## config.mk

```make
export PLATFORM = sky130hd
export DESIGN_NAME = timer_one
export DESIGN_NICKNAME = d
export VERILOG_FILES = /design/src/verilog/timer_one_pkg.sv /design/src/verilog/timer_one.sv /design/src/verilog/ripple_prescaler.sv
export VERILOG_INCLUDE_DIRS = /design/src /design/src/verilog
export SDC_FILE = /design/constraint.sdc
export NUM_CORES = 1
export LEC_CHECK = 0
export BUFFER_PORTS_ARGS = -buffer_cell sky130_fd_sc_hd__clkbuf_2
export CORE_ASPECT_RATIO = 2
export CORE_MARGIN = 2
export CORE_UTILIZATION = 59
export CTS_BUF_LIST = sky130_fd_sc_hd__clkbuf_4 sky130_fd_sc_hd__clkbuf_8
export DETAILED_ROUTE_END_ITERATION = 10
export PLACE_DENSITY = 0.82
export SYNTH_ARGS = -nofsm -noshare
export SYNTH_HDL_FRONTEND = slang
export SYNTH_SLANG_ARGS = --single-unit
```

## constraint.sdc

```tcl
create_clock -name clk -period 2.5 [get_ports clk]
set_clock_uncertainty 0.1 [all_clocks]
set_input_delay 0.375 -clock clk [delete_from_list [all_inputs] [get_ports clk]]
set_output_delay 0.375 -clock clk [all_outputs]
set_load 0.02 [all_outputs]
```

## src/verilog/timer_one_defs.svh

```systemverilog
// Register offsets, field positions and reset values of the 16-bit timer
`ifndef TIMER_ONE_DEFS_SVH
`define TIMER_ONE_DEFS_SVH

`define ADDR_W 8
`define DATA_W 8

`define OFF_FLAG 8'h0c
`define OFF_COUNT_LO 8'h0e
`define OFF_COUNT_HI 8'h0f
`define OFF_CONTROL 8'h10
`define OFF_ENABLE 8'h8c

`define CTRL_ON_BIT 0
`define CTRL_SRC_BIT 1
`define CTRL_SYNC_BIT 2
`define CTRL_OSC_BIT 3
`define CTRL_PS_LO 4
`define CTRL_PS_HI 5
`define CTRL_WR_MASK 8'h3f

`define CTRL_RESET 8'h00
`define FLAG_BIT 0
`define IEN_BIT 0

`define PHASE_Q2 2'h1
`define PHASE_Q4 2'h3
`define COUNT_MAX 16'hffff

`endif

```

## src/verilog/timer_one_pkg.sv

```systemverilog
// Types shared by the 16-bit timer and its bench
package timer_one_pkg;

  typedef struct packed {
    logic [1:0] unused;
    logic [1:0] prescale_select;
    logic crystal_osc_enable;
    logic sync_bypass;
    logic clock_source_select;
    logic counter_on;
  } control_t;

  typedef struct packed {
    logic wr;
    logic rd;
    logic [7:0] addr;
    logic [7:0] wdata;
  } bus_req_t;

  typedef enum logic [1:0] {
    MODE_TIMER = 2'b00,
    MODE_SYNC_COUNT = 2'b01,
    MODE_ASYNC_COUNT = 2'b10
  } count_mode_t;

endpackage : timer_one_pkg

```

## src/verilog/timer_one.sv

```systemverilog
// 16-bit timer/counter with prescaler, pin synchroniser and byte registers
//
// The strobed register port is this design's own decision.
`timescale 1ns/100ps
`include "timer_one_defs.svh"

module timer_one (
  // Clock and power-on reset
  input wire logic clk,
  input wire logic resetn,
  // Register port
  input wire timer_one_pkg::bus_req_t bus_req,
  output logic [7:0] rd_data_r,
  // Pins and core status
  input wire logic ext_count_clock_pin,
  input wire logic osc_input_pin,
  input wire logic [1:0] port_direction,
  input wire logic sleep,
  // Compare unit
  input wire logic compare_reset,
  output logic [15:0] count_out_r,
  output logic timebase_ok_r,
  // Outputs to the core and pads
  output logic irq_r,
  output logic wake_r,
  output logic osc_amp_en_r,
  output logic [1:0] osc_pin_oe_r
);

  import timer_one_pkg::*;

  //////////////////////////////////////////////////////////////////////////
  // State

  control_t control_r;
  logic flag_r;
  logic ien_r;
  logic [7:0] count_lo_r;
  logic [7:0] count_hi_r;
  logic [1:0] phase_r;
  logic ext_meta_r;
  logic ext_sync_r;
  logic osc_meta_r;
  logic osc_sync_r;
  logic samp_r;
  logic samp_prev_r;
  logic inc_dly_r;
  logic async_prev_r;
  logic lo_pend_r;
  logic hi_pend_r;
  logic [7:0] lo_val_r;
  logic [7:0] hi_val_r;

  //////////////////////////////////////////////////////////////////////////
  // Register decode

  wire wr_ctrl = bus_req.wr && bus_req.addr == `OFF_CONTROL;
  wire wr_flag = bus_req.wr && bus_req.addr == `OFF_FLAG;
  wire wr_ien = bus_req.wr && bus_req.addr == `OFF_ENABLE;
  wire wr_lo = bus_req.wr && bus_req.addr == `OFF_COUNT_LO;
  wire wr_hi = bus_req.wr && bus_req.addr == `OFF_COUNT_HI;

  wire [15:0] count = {count_hi_r, count_lo_r};

  function automatic logic [7:0] read_mux(input logic [7:0] a,
                                          input logic [7:0] ctl,
                                          input logic fl,
                                          input logic en,
                                          input logic [15:0] cnt);
    logic [7:0] r;
    r = 8'h00;
    unique case (a)
      `OFF_CONTROL: r = ctl & `CTRL_WR_MASK;
      `OFF_FLAG: r = {7'h00, fl};
      `OFF_ENABLE: r = {7'h00, en};
      `OFF_COUNT_LO: r = cnt[7:0];
      `OFF_COUNT_HI: r = cnt[15:8];
      default: r = 8'h00;
    endcase
    return r;
  endfunction : read_mux

  wire [7:0] rd_next = bus_req.rd ?
    read_mux(bus_req.addr, control_r, flag_r, ien_r, count) : 8'h00;

  //////////////////////////////////////////////////////////////////////////
  // Mode decode

  wire on_bit = control_r.counter_on;
  wire ext_mode = control_r.clock_source_select;
  // Sync bit only matters once the external source is picked
  wire async_mode = ext_mode & control_r.sync_bypass;

  count_mode_t mode;
  assign mode = !ext_mode ? MODE_TIMER :
                async_mode ? MODE_ASYNC_COUNT : MODE_SYNC_COUNT;

  //////////////////////////////////////////////////////////////////////////
  // Pin synchronisers

  always_ff @(posedge clk or negedge resetn)
  begin
    if (!resetn)
    begin
      ext_meta_r <= 1'b0;
      ext_sync_r <= 1'b0;
      osc_meta_r <= 1'b0;
      osc_sync_r <= 1'b0;
    end
    else
    begin
      ext_meta_r <= ext_count_clock_pin;
      ext_sync_r <= ext_meta_r;
      osc_meta_r <= osc_input_pin;
      osc_sync_r <= osc_meta_r;
    end
  end

  // Oscillator on moves the count input to the oscillator input pin
  wire pin_lvl = control_r.crystal_osc_enable ? osc_sync_r : ext_sync_r;

  //////////////////////////////////////////////////////////////////////////
  // Four-phase instruction clock

  always_ff @(posedge clk or negedge resetn)
  begin
    if (!resetn)
      phase_r <= 2'h0;
    else
      phase_r <= phase_r + 2'h1;
  end

  // Fosc/4 square wave: one rise per instruction cycle
  wire inst_lvl = phase_r[1];
  wire src_lvl = ext_mode ? pin_lvl : inst_lvl;

  //////////////////////////////////////////////////////////////////////////
  // Prescaler

  wire presc_out;
  // The core clock stops in sleep, so the timer-mode source freezes too
  wire presc_in = src_lvl & ~(sleep & ~ext_mode);

  ripple_prescaler #(
    .CNT_W(3)
  ) u_presc (
    .clk(clk),
    .resetn(resetn),
    .clear(wr_lo | wr_hi),
    .sel(control_r.prescale_select),
    .lvl_in(presc_in),
    .lvl_out(presc_out)
  );

  //////////////////////////////////////////////////////////////////////////
  // Synchroniser on Q2/Q4 and increment timing

  wire samp_phase = phase_r == `PHASE_Q2 || phase_r == `PHASE_Q4;
  // Sampler is shut off in sleep, prescaler is not
  wire samp_en = samp_phase & ~sleep;
  wire sync_rise = samp_r & ~samp_prev_r;

  always_ff @(posedge clk or negedge resetn)
  begin
    if (!resetn)
    begin
      samp_r <= 1'b0;
      samp_prev_r <= 1'b0;
      inc_dly_r <= 1'b0;
      async_prev_r <= 1'b0;
    end
    else
    begin
      if (samp_en)
      begin
        samp_r <= presc_out;
        samp_prev_r <= samp_r;
      end
      // One stage between the sampled edge and the increment
      inc_dly_r <= sync_rise & samp_en;
      async_prev_r <= presc_out;
    end
  end

  // Unsynchronised path ignores phase and sleep entirely
  wire async_tick = presc_out & ~async_prev_r;

  logic tick;
  always_comb
  begin
    tick = 1'b0;
    unique case (mode)
      MODE_TIMER: tick = inc_dly_r;
      MODE_SYNC_COUNT: tick = inc_dly_r;
      MODE_ASYNC_COUNT: tick = async_tick;
      default: tick = 1'b0;
    endcase
  end

  wire inc = tick & on_bit;

  //////////////////////////////////////////////////////////////////////////
  // Count writes wait for the increment boundary

  wire boundary = phase_r == `PHASE_Q4;
  wire apply = boundary & (lo_pend_r | hi_pend_r);

  always_ff @(posedge clk or negedge resetn)
  begin
    if (!resetn)
    begin
      lo_pend_r <= 1'b0;
      hi_pend_r <= 1'b0;
      lo_val_r <= 8'h00;
      hi_val_r <= 8'h00;
    end
    else
    begin
      if (wr_lo)
        lo_val_r <= bus_req.wdata;
      if (wr_hi)
        hi_val_r <= bus_req.wdata;
      // A new write in the apply cycle stays pending
      lo_pend_r <= wr_lo | (lo_pend_r & ~boundary);
      hi_pend_r <= wr_hi | (hi_pend_r & ~boundary);
    end
  end

  //////////////////////////////////////////////////////////////////////////
  // Count register

  wire [15:0] count_inc = count + 16'h0001;
  wire ovf = inc & (count == `COUNT_MAX);

  logic [7:0] lo_nxt;
  logic [7:0] hi_nxt;
  always_comb
  begin
    lo_nxt = count_lo_r;
    hi_nxt = count_hi_r;
    if (apply)
    begin
      // Write wins over both reset and increment
      lo_nxt = lo_pend_r ? lo_val_r : count_lo_r;
      hi_nxt = hi_pend_r ? hi_val_r : count_hi_r;
    end
    else if (compare_reset)
    begin
      lo_nxt = 8'h00;
      hi_nxt = 8'h00;
    end
    else if (inc)
    begin
      lo_nxt = count_inc[7:0];
      hi_nxt = count_inc[15:8];
    end
  end

  // No reset: the count survives every device reset
  always_ff @(posedge clk)
  begin
    count_lo_r <= lo_nxt;
    count_hi_r <= hi_nxt;
  end

  //////////////////////////////////////////////////////////////////////////
  // Control, flag and enable registers

  // A write or compare reset in the same cycle swallows the overflow
  wire ovf_set = ovf & ~apply & ~compare_reset;

  always_ff @(posedge clk or negedge resetn)
  begin
    if (!resetn)
      control_r <= control_t'(`CTRL_RESET);
    else if (wr_ctrl)
      control_r <= control_t'(bus_req.wdata & `CTRL_WR_MASK);
  end

  always_ff @(posedge clk or negedge resetn)
  begin
    if (!resetn)
    begin
      flag_r <= 1'b0;
      ien_r <= 1'b0;
    end
    else
    begin
      // Set beats a clear in the same cycle
      if (ovf_set)
        flag_r <= 1'b1;
      else if (wr_flag)
        flag_r <= bus_req.wdata[`FLAG_BIT];
      if (wr_ien)
        ien_r <= bus_req.wdata[`IEN_BIT];
    end
  end

  //////////////////////////////////////////////////////////////////////////
  // Outputs

  // With the crystal on both pads are forced to inputs
  wire [1:0] oe_nxt = control_r.crystal_osc_enable ? 2'b00 :
                      ~port_direction;

  always_ff @(posedge clk or negedge resetn)
  begin
    if (!resetn)
    begin
      rd_data_r <= 8'h00;
      count_out_r <= 16'h0000;
      timebase_ok_r <= 1'b0;
      irq_r <= 1'b0;
      wake_r <= 1'b0;
      osc_amp_en_r <= 1'b0;
      osc_pin_oe_r <= 2'b00;
    end
    else
    begin
      rd_data_r <= rd_next;
      count_out_r <= count;
      timebase_ok_r <= ~async_mode;
      irq_r <= flag_r & ien_r;
      wake_r <= flag_r & ien_r & sleep & async_mode;
      osc_amp_en_r <= control_r.crystal_osc_enable;
      osc_pin_oe_r <= oe_nxt;
    end
  end

endmodule : timer_one

```

## src/verilog/ripple_prescaler.sv

```systemverilog
// Divide-by-1/2/4/8 prescaler with a symmetric level output
`timescale 1ns/100ps
module ripple_prescaler #(
  parameter int CNT_W = 3
) (
  // Clock and reset
  input wire logic clk,
  input wire logic resetn,
  // Control
  input wire logic clear,
  input wire logic [1:0] sel,
  // Count level in, divided level out
  input wire logic lvl_in,
  output logic lvl_out
);

  logic prev_r;
  logic [CNT_W-1:0] cnt_r;
  wire rise = lvl_in & ~prev_r;

  function automatic logic pick(input logic [1:0] s, input logic l,
                                input logic [CNT_W-1:0] c);
    logic r;
    r = l;
    if (s != 2'h0)
      r = c[s - 2'h1];
    return r;
  endfunction : pick

  // A counter bit is a symmetric divide by a power of two
  assign lvl_out = pick(sel, lvl_in, cnt_r);

  always_ff @(posedge clk or negedge resetn)
  begin
    if (!resetn)
    begin
      prev_r <= 1'b0;
      cnt_r <= '0;
    end
    else
    begin
      prev_r <= lvl_in;
      if (clear)
        cnt_r <= '0;
      else if (rise)
        cnt_r <= cnt_r + 1'b1;
    end
  end

endmodule : ripple_prescaler

```

==> key figures, run 1 <==
Logic synthesis
  – Post-Synthesis Cell Area: 0.00369 sq mm
  – Post-synth EDFFs: 16
  – Share of the synthesized area in the top cell type: 47.4%
  – Synth Register Bits: 86
  – Synth warn: 0
  – Post-synthesis sequential area ratio: 60.5%
  – Post-synth top area cell: dfrtp_1
  – Synth area leaders: dfrtp_1 47%, edfxtp_1 13%, mux2_2 7.3%
  – Fraction of registers with async set/reset: 81.4%
  – Syn avg cell area: 12.8 sq um
  – Main flop type after synthesis: dfrtp_1
  – Cells after Synth: 288
  – Cell variety after synth: 47
  – Syn_nets: 319

Clock tree
  – H-tree depth: 3
  – Root buffer cell: clkbuf_8
  – TritonCTS clock tree: done
  – Worst-case clock buffer depth: 2
  – Worst skew pair latency: 0.35 ns
  – Clk pin slew, worst setup/hold paths: 0.08 ns
  – Cts bufs inserted: 9
  – CTS Sinks: 86

Placement
  – Placed inst area: 0.00408 sq mm
  – Number of port buffers: 55
  – Hpwl dp: 5740 um
  – Final GP Congestion: 0.817
  – Placed Cells: 405
  – Setup WS pre-CTS: 0.0524 ns

Detailed routing
  – Drt total wl: 7630 um
  – Final ANT Viol Nets: 0
  – DRC: 0
  – 1st-pass router iterations: 4
  – Detailed-route via count: 2,538
  – WL per Instance: 18.1 um
  – Via/cell ratio: 6.03
  – First DRT Iteration DRCs: 83

Critical path
  – R2r endpoint: count_lo_r[7]$_DFFE_PP_
  – Critical Path AT: 2.17 ns
  – Startpoint Class: flip-flop
  – Reg2Reg Depth: 6
  – Worst EP required: 2.40 ns
  – RR Startpoint: control_r[5]$_DFFE_PN0P_
  – FF-to-FF setup slack: 0.23 ns
  – Setup crit end: count_lo_r[7]$_DFFE_PP_
  – Critical path class: flip-flop to flip-flop
  – Crit Path Max Fanout: 8
  – CP endpoint kind: flip-flop
  – Critical path startpoint: control_r[5]$_DFFE_PN0P_

Cells and area
  – Final cell count without fillers: 421
  – Fill cell count: 410
  – Antenna diode count: 0
  – Cell area after layout: 0.00429 sq mm
  – Layout cells sized above 1: 31.3%
  – Area delta synth->final: 16.3%
  – Footprint of the multi-input gates: 0.00139 sq mm
  – Register area: 0.00223 sq mm
  – Commonest non-fill, non-tap cells in the layout: 70 x dfrtp_1, 54 x clkbuf_2, 24 x mux2_2, 16 x edfxtp_1, 15 x nand2_1
  – Nets: 385
  – Commonest non-fill, non-tap cell in the layout: dfrtp_1
  – Util after Layout: 71.5%

STA
  – Setup TNS Final: 0 ns
  – Rel. slew slack: 62.8%
  – Slew @ Worst Pin: 0.552 ns
  – Hold_ws: 0.0230 ns
  – Final worst-path cycle share: 91.0%
  – Final-report hold violation count: 0
  – Unrepaired setup endpoints after global routing: no
  – Max Freq: 0.440 GHz
  – Setup Viol. Count Final: 0
  – Slew Limit Fails: 0
  – Final WS setup: 0.226 ns
  – Min Tclk post-route: 2.27 ns

Global routing
  – Global route overflow: 0
  – Initial antenna violation count: 0
  – Global-route wire length before repair: 12,200 um
  – Gr usage total: 24.6%
  – Vias in the first global route: 2,556
  – Largest net degree at the start of global routing: 45

Power and ir drop
  – Pleak: 1.95 nW
  – PwrDens: 659 mW/mm^2
  – VDD IR-drop max: 0.570 mV
  – Total power: 2.83 mW

Die
  – FP Rows: 40
  – I/O pin count: 56
  – Die ar.: 0.00695 sq mm
  – Initial core utilization: 61.5%
  – Core Region: 0.00601 sq mm
  – Die X: 59.9 um
  – Die H: 116 um

Hold path
  – HP Class: input port to flip-flop

Run
  – Max-Cap Viols: 0

Status
  – Run status: finished, final reports clean
[flip-flops by register name (all words and copies together) (netlist names), 2 cells and up]
| name | cells |
|---|---|
| control_r | 4 |
| count_hi_r | 8 |
| count_lo_r | 8 |
| count_out_r | 16 |
| hi_val_r | 8 |
| lo_val_r | 8 |
| osc_pin_oe_r | 2 |
| phase_r | 2 |
| rd_data_r | 8 |
| u_presc.cnt_r | 3 |
[cell type report]
cell class,count,share of cell area [%]
flip-flops and latches,86,52.0
multi-input cells,181,32.4
repair buffers,63,8.16
clock buffers,11,3.38
well taps,63,1.84
inverters,13,1.14
clock inverters,4,1.11
[power breakdown]
group | internal [mW] | switching, mW
Clock | 0.491 | 0.453
Combinational | 0.128 | 0.166
Sequential | 1.52 | 0.0715
Total | 2.14 | 0.690
[layer usage]
| layer | up-vias | global-route usage [%] | part of all wire, % |
|---|---|---|---|
| li1 | 1188 | - | - |
| met1 | 1238 | 27.3 | 36 |
| met2 | 87 | 42.4 | 57 |
| met3 | 25 | 5.80 | 3.5 |
| met4 | 0 | 12.7 | 4.2 |
| met5 | - | 0 | 0 |
[how the worst min path moves through the flow]
stage,start,end,slack [ns],cells past startpoint
detailed placement,osc_meta_r$_DFF_PN0_,osc_sync_r$_DFF_PN0_,0.24,0
global placement,ext_meta_r$_DFF_PN0_,ext_sync_r$_DFF_PN0_,0.24,0
floorplan,resetn,async_prev_r$_DFF_PN0_,-0.02,0
CTS,osc_input_pin,osc_meta_r$_DFF_PN0_,0.01,1
finish,osc_input_pin,osc_meta_r$_DFF_PN0_,0.02,1
global route,osc_input_pin,osc_meta_r$_DFF_PN0_,0.003,1
[critical path, stage by stage, from the launching register on]
cell and delay, ns:
dfrtp_1 0.38, inv_1 0.05, ha_1 0.31, mux2_2 0.25, a221o_1 0.15, nand4_1 0.17
a22oi_2 0.51
[cell usage after synthesis (3+ instances only)]
library cell,count
nor3_1,8
nand3_1,8
a22oi_1,8
nor4_1,3
nor2_1,14
mux2_1,10
mux2_2,24
dfrtp_1,70
nor4_2,3
o21ai_0,5
nand4_1,7
mux2i_1,5
and2_1,4
nand3b_1,3
inv_1,13
a21oi_1,5
nand2_1,15
a22o_1,6
xnor2_1,10
ha_1,5
o31ai_1,8
and3_1,3
clkbuf_1,6
edfxtp_1,16
a221o_1,3
[what timing repair did]
action | in CTS | in global routing
setup endpoints to repair | 0 | 16
resized for setup | 0 | 2
hold buffers | 1 | 0
hold endpoints to repair | 26 | 0
buffers inserted | 0 | 0
[cells by family after synthesis]
logic type,after synthesis,share of synthesized area [%]
muxes,39,11.7
buffers and inverters,21,2.17
and+or+nand+nor,83,12.7
xor gates and xnor gates,12,2.85
adders and majority gates,5,1.69
DFF,86,60.5
AOI/OAI and AO/OA,42,8.37
No activity file was read; power rests on OpenSTA's default activity.
==> inputs of run 2 (changes only) <==
- CTS_BUF_LIST: sky130_fd_sc_hd__clkbuf_4 sky130_fd_sc_hd__clkbuf_8 -> sky130_fd_sc_hd__clkbuf_8
- TNS_END_PERCENT: default -> 20
==> key figures, run 2 (synthesis results as in run 1) <==
Status
  – Run status: finished, final reports clean

Critical path
  – Startpoint Class: flip-flop
  – CP endpoint kind: flip-flop
  – Critical path class: flip-flop to flip-flop
  – Critical Path AT: 2.17 ns
  – Worst path max stage delay: 0.51 ns
  – Crit path max-delay cell type: a22oi_2
  – Crit Path Max Fanout: 8
  – CP cell instances: inv_1 > ha_1 > mux2_2 > a221o_1 > nand4_1 > a22oi_2
  – Worst EP required: 2.40 ns

Detailed routing
  – Final ANT Viol Nets: 0
  – 1st-pass router iterations: 5
  – First DRT Iteration DRCs: 119
  – Via/cell ratio: 6.00
  – Drt total wl: 7630 um
  – WL per Instance: 18.1 um
  – DRC: 0
  – Detailed-route via count: 2,526

Cells and area
  – Commonest non-fill, non-tap cells in the layout: 70 x dfrtp_1, 54 x clkbuf_2, 24 x mux2_2, 16 x edfxtp_1, 15 x nand2_1
  – Layout cells sized above 1: 31.0%
  – Area delta synth->final: 16.2%
  – Biggest register: count_out_r
  – Max reg flops: 16
  – Antenna diode count: 0
  – Commonest non-fill, non-tap cell in the layout: dfrtp_1
  – Nets: 385

STA
  – Hold_ws: 0.0229 ns
  – Setup Viol. Count Final: 0
  – Setup TNS Final: 0 ns
  – Final-report hold violation count: 0
  – Max Freq: 0.439 GHz
  – Unrepaired setup endpoints after global routing: no
  – Min Tclk post-route: 2.28 ns
  – Slew @ Worst Pin: 0.565 ns
  – Final worst-path cycle share: 91.0%
  – Rel. slew slack: 62.3%
  – Slew Limit Fails: 0

Global routing
  – Vias in the first global route: 2,568
  – Global route overflow: 0
  – Gr usage total: 24.5%
  – Global-route wire length before repair: 12,200 um
  – Initial antenna violation count: 0
  – Largest net degree at the start of global routing: 45

Die
  – Die ar.: 0.00695 sq mm
  – Die X: 59.9 um
  – Initial core utilization: 61.5%
  – FP Rows: 40
  – I/O pin count: 56
  – Die H: 116 um
  – Core Region: 0.00601 sq mm

Placement
  – Final GP Congestion: 0.817
  – Hpwl dp: 5740 um
  – Number of port buffers: 55

Power and ir drop
  – Pleak: 1.95 nW
  – PwrDens: 657 mW/mm^2
  – VDD IR-drop max: 0.515 mV

Clock tree
  – Post-CTS setup buffer count: 0
  – Worst skew pair latency: 0.35 ns
  – Cts bufs inserted: 9
  – CTS Sinks: 86
  – Clk pin slew, worst setup/hold paths: 0.08 ns
  – Root buffer cell: clkbuf_8
  – H-tree depth: 3
  – Worst-case clock buffer depth: 2
  – TritonCTS clock tree: done

Run
  – Max-Cap Viols: 0

Hold path
  – HP Class: input port to flip-flop
## run 2: cell count changes in the layout (fill, tap and decap cells not counted), sizes merged
cell,change
inv,+1
clkbuf,-1
## run 2: stage by stage
stage / cell area, sq um / instances / total power [mW] / utilization [%] / worst slack, ns
6_report: 4290 / 421 / 2.82 / 71.4 / 0.224
4_1_cts: 4280 / 421 / 2.83 / 71.3 / 0.0411
3_3_place_gp: 4080 / 405 / 1.89 / 67.9 / 0.155
2_1_floorplan: 3690 / 288 / 1.77 / - / 0.306
3_5_place_dp: 4080 / 405 / 1.91 / 67.9 / 0.0524
5_1_grt: 4290 / 421 / 2.93 / 71.4 / 0.126
## run 2: final cells by class
cell class | instances | area [sq um]
flip-flops and latches | 86 | 2230
inverters | 13 | 48.8
multi-input cells | 181 | 1390
clock buffers | 10 | 138
clock inverters | 5 | 51.3
repair buffers | 63 | 350
well taps | 63 | 78.8
fillers | 408 | 1720
## run 2: worst paths after layout
kind | start | endpoint | slack (ns) | cells after the start
max in group asynchronous | resetn | lo_val_r[5]$_DFFE_PN0P_ | 1.23 | 3
max | control_r[5]$_DFFE_PN0P_ | count_lo_r[7]$_DFFE_PP_ | 0.22 | 6
min in group asynchronous | resetn | rd_data_r[0]$_DFF_PN0_ | 0.44 | 2
max reg2reg | control_r[5]$_DFFE_PN0P_ | count_lo_r[7]$_DFFE_PP_ | 0.22 | 6
min reg2reg | osc_meta_r$_DFF_PN0_ | osc_sync_r$_DFF_PN0_ | 0.25 | 0
min | osc_input_pin | osc_meta_r$_DFF_PN0_ | 0.02 | 1
## run 2: timing repair
action / in CTS / in global routing
gates resized for setup: 0 / 2
endpoints found under the setup margin: 0 / 16
hold endpoints to repair: 26 / 0
hold buffers: 1 / 0
## run 2: metal layers
layer | global-route usage, % | vias to the layer above | wire length (um) | part of all wire [%]
met4 | 13.5 | 0 | 243 | 3.2
met5 | 0 | - | 0 | 0
met1 | 26.8 | 1214 | 2690 | 35
met2 | 42.5 | 107 | 4330 | 57
li1 | - | 1184 | - | -
met3 | 5.02 | 21 | 361 | 4.7
## run 2: critical path: cells and delay by family, from the launching register on
kind	cells	cell delay, ns
mux	1	0.25
fa+ha+maj	1	0.31
flops	1	0.38
buf+inv	1	0.05
simple gates	1	0.17
compound gates	2	0.66
## run 2: report_power, final
part	total, mW	switching [mW]	internal, mW	leakage (nW)
combinational	0.294	0.166	0.128	0.775
clock	0.931	0.455	0.476	0.0993
sequential	1.59	0.0713	1.52	1.08
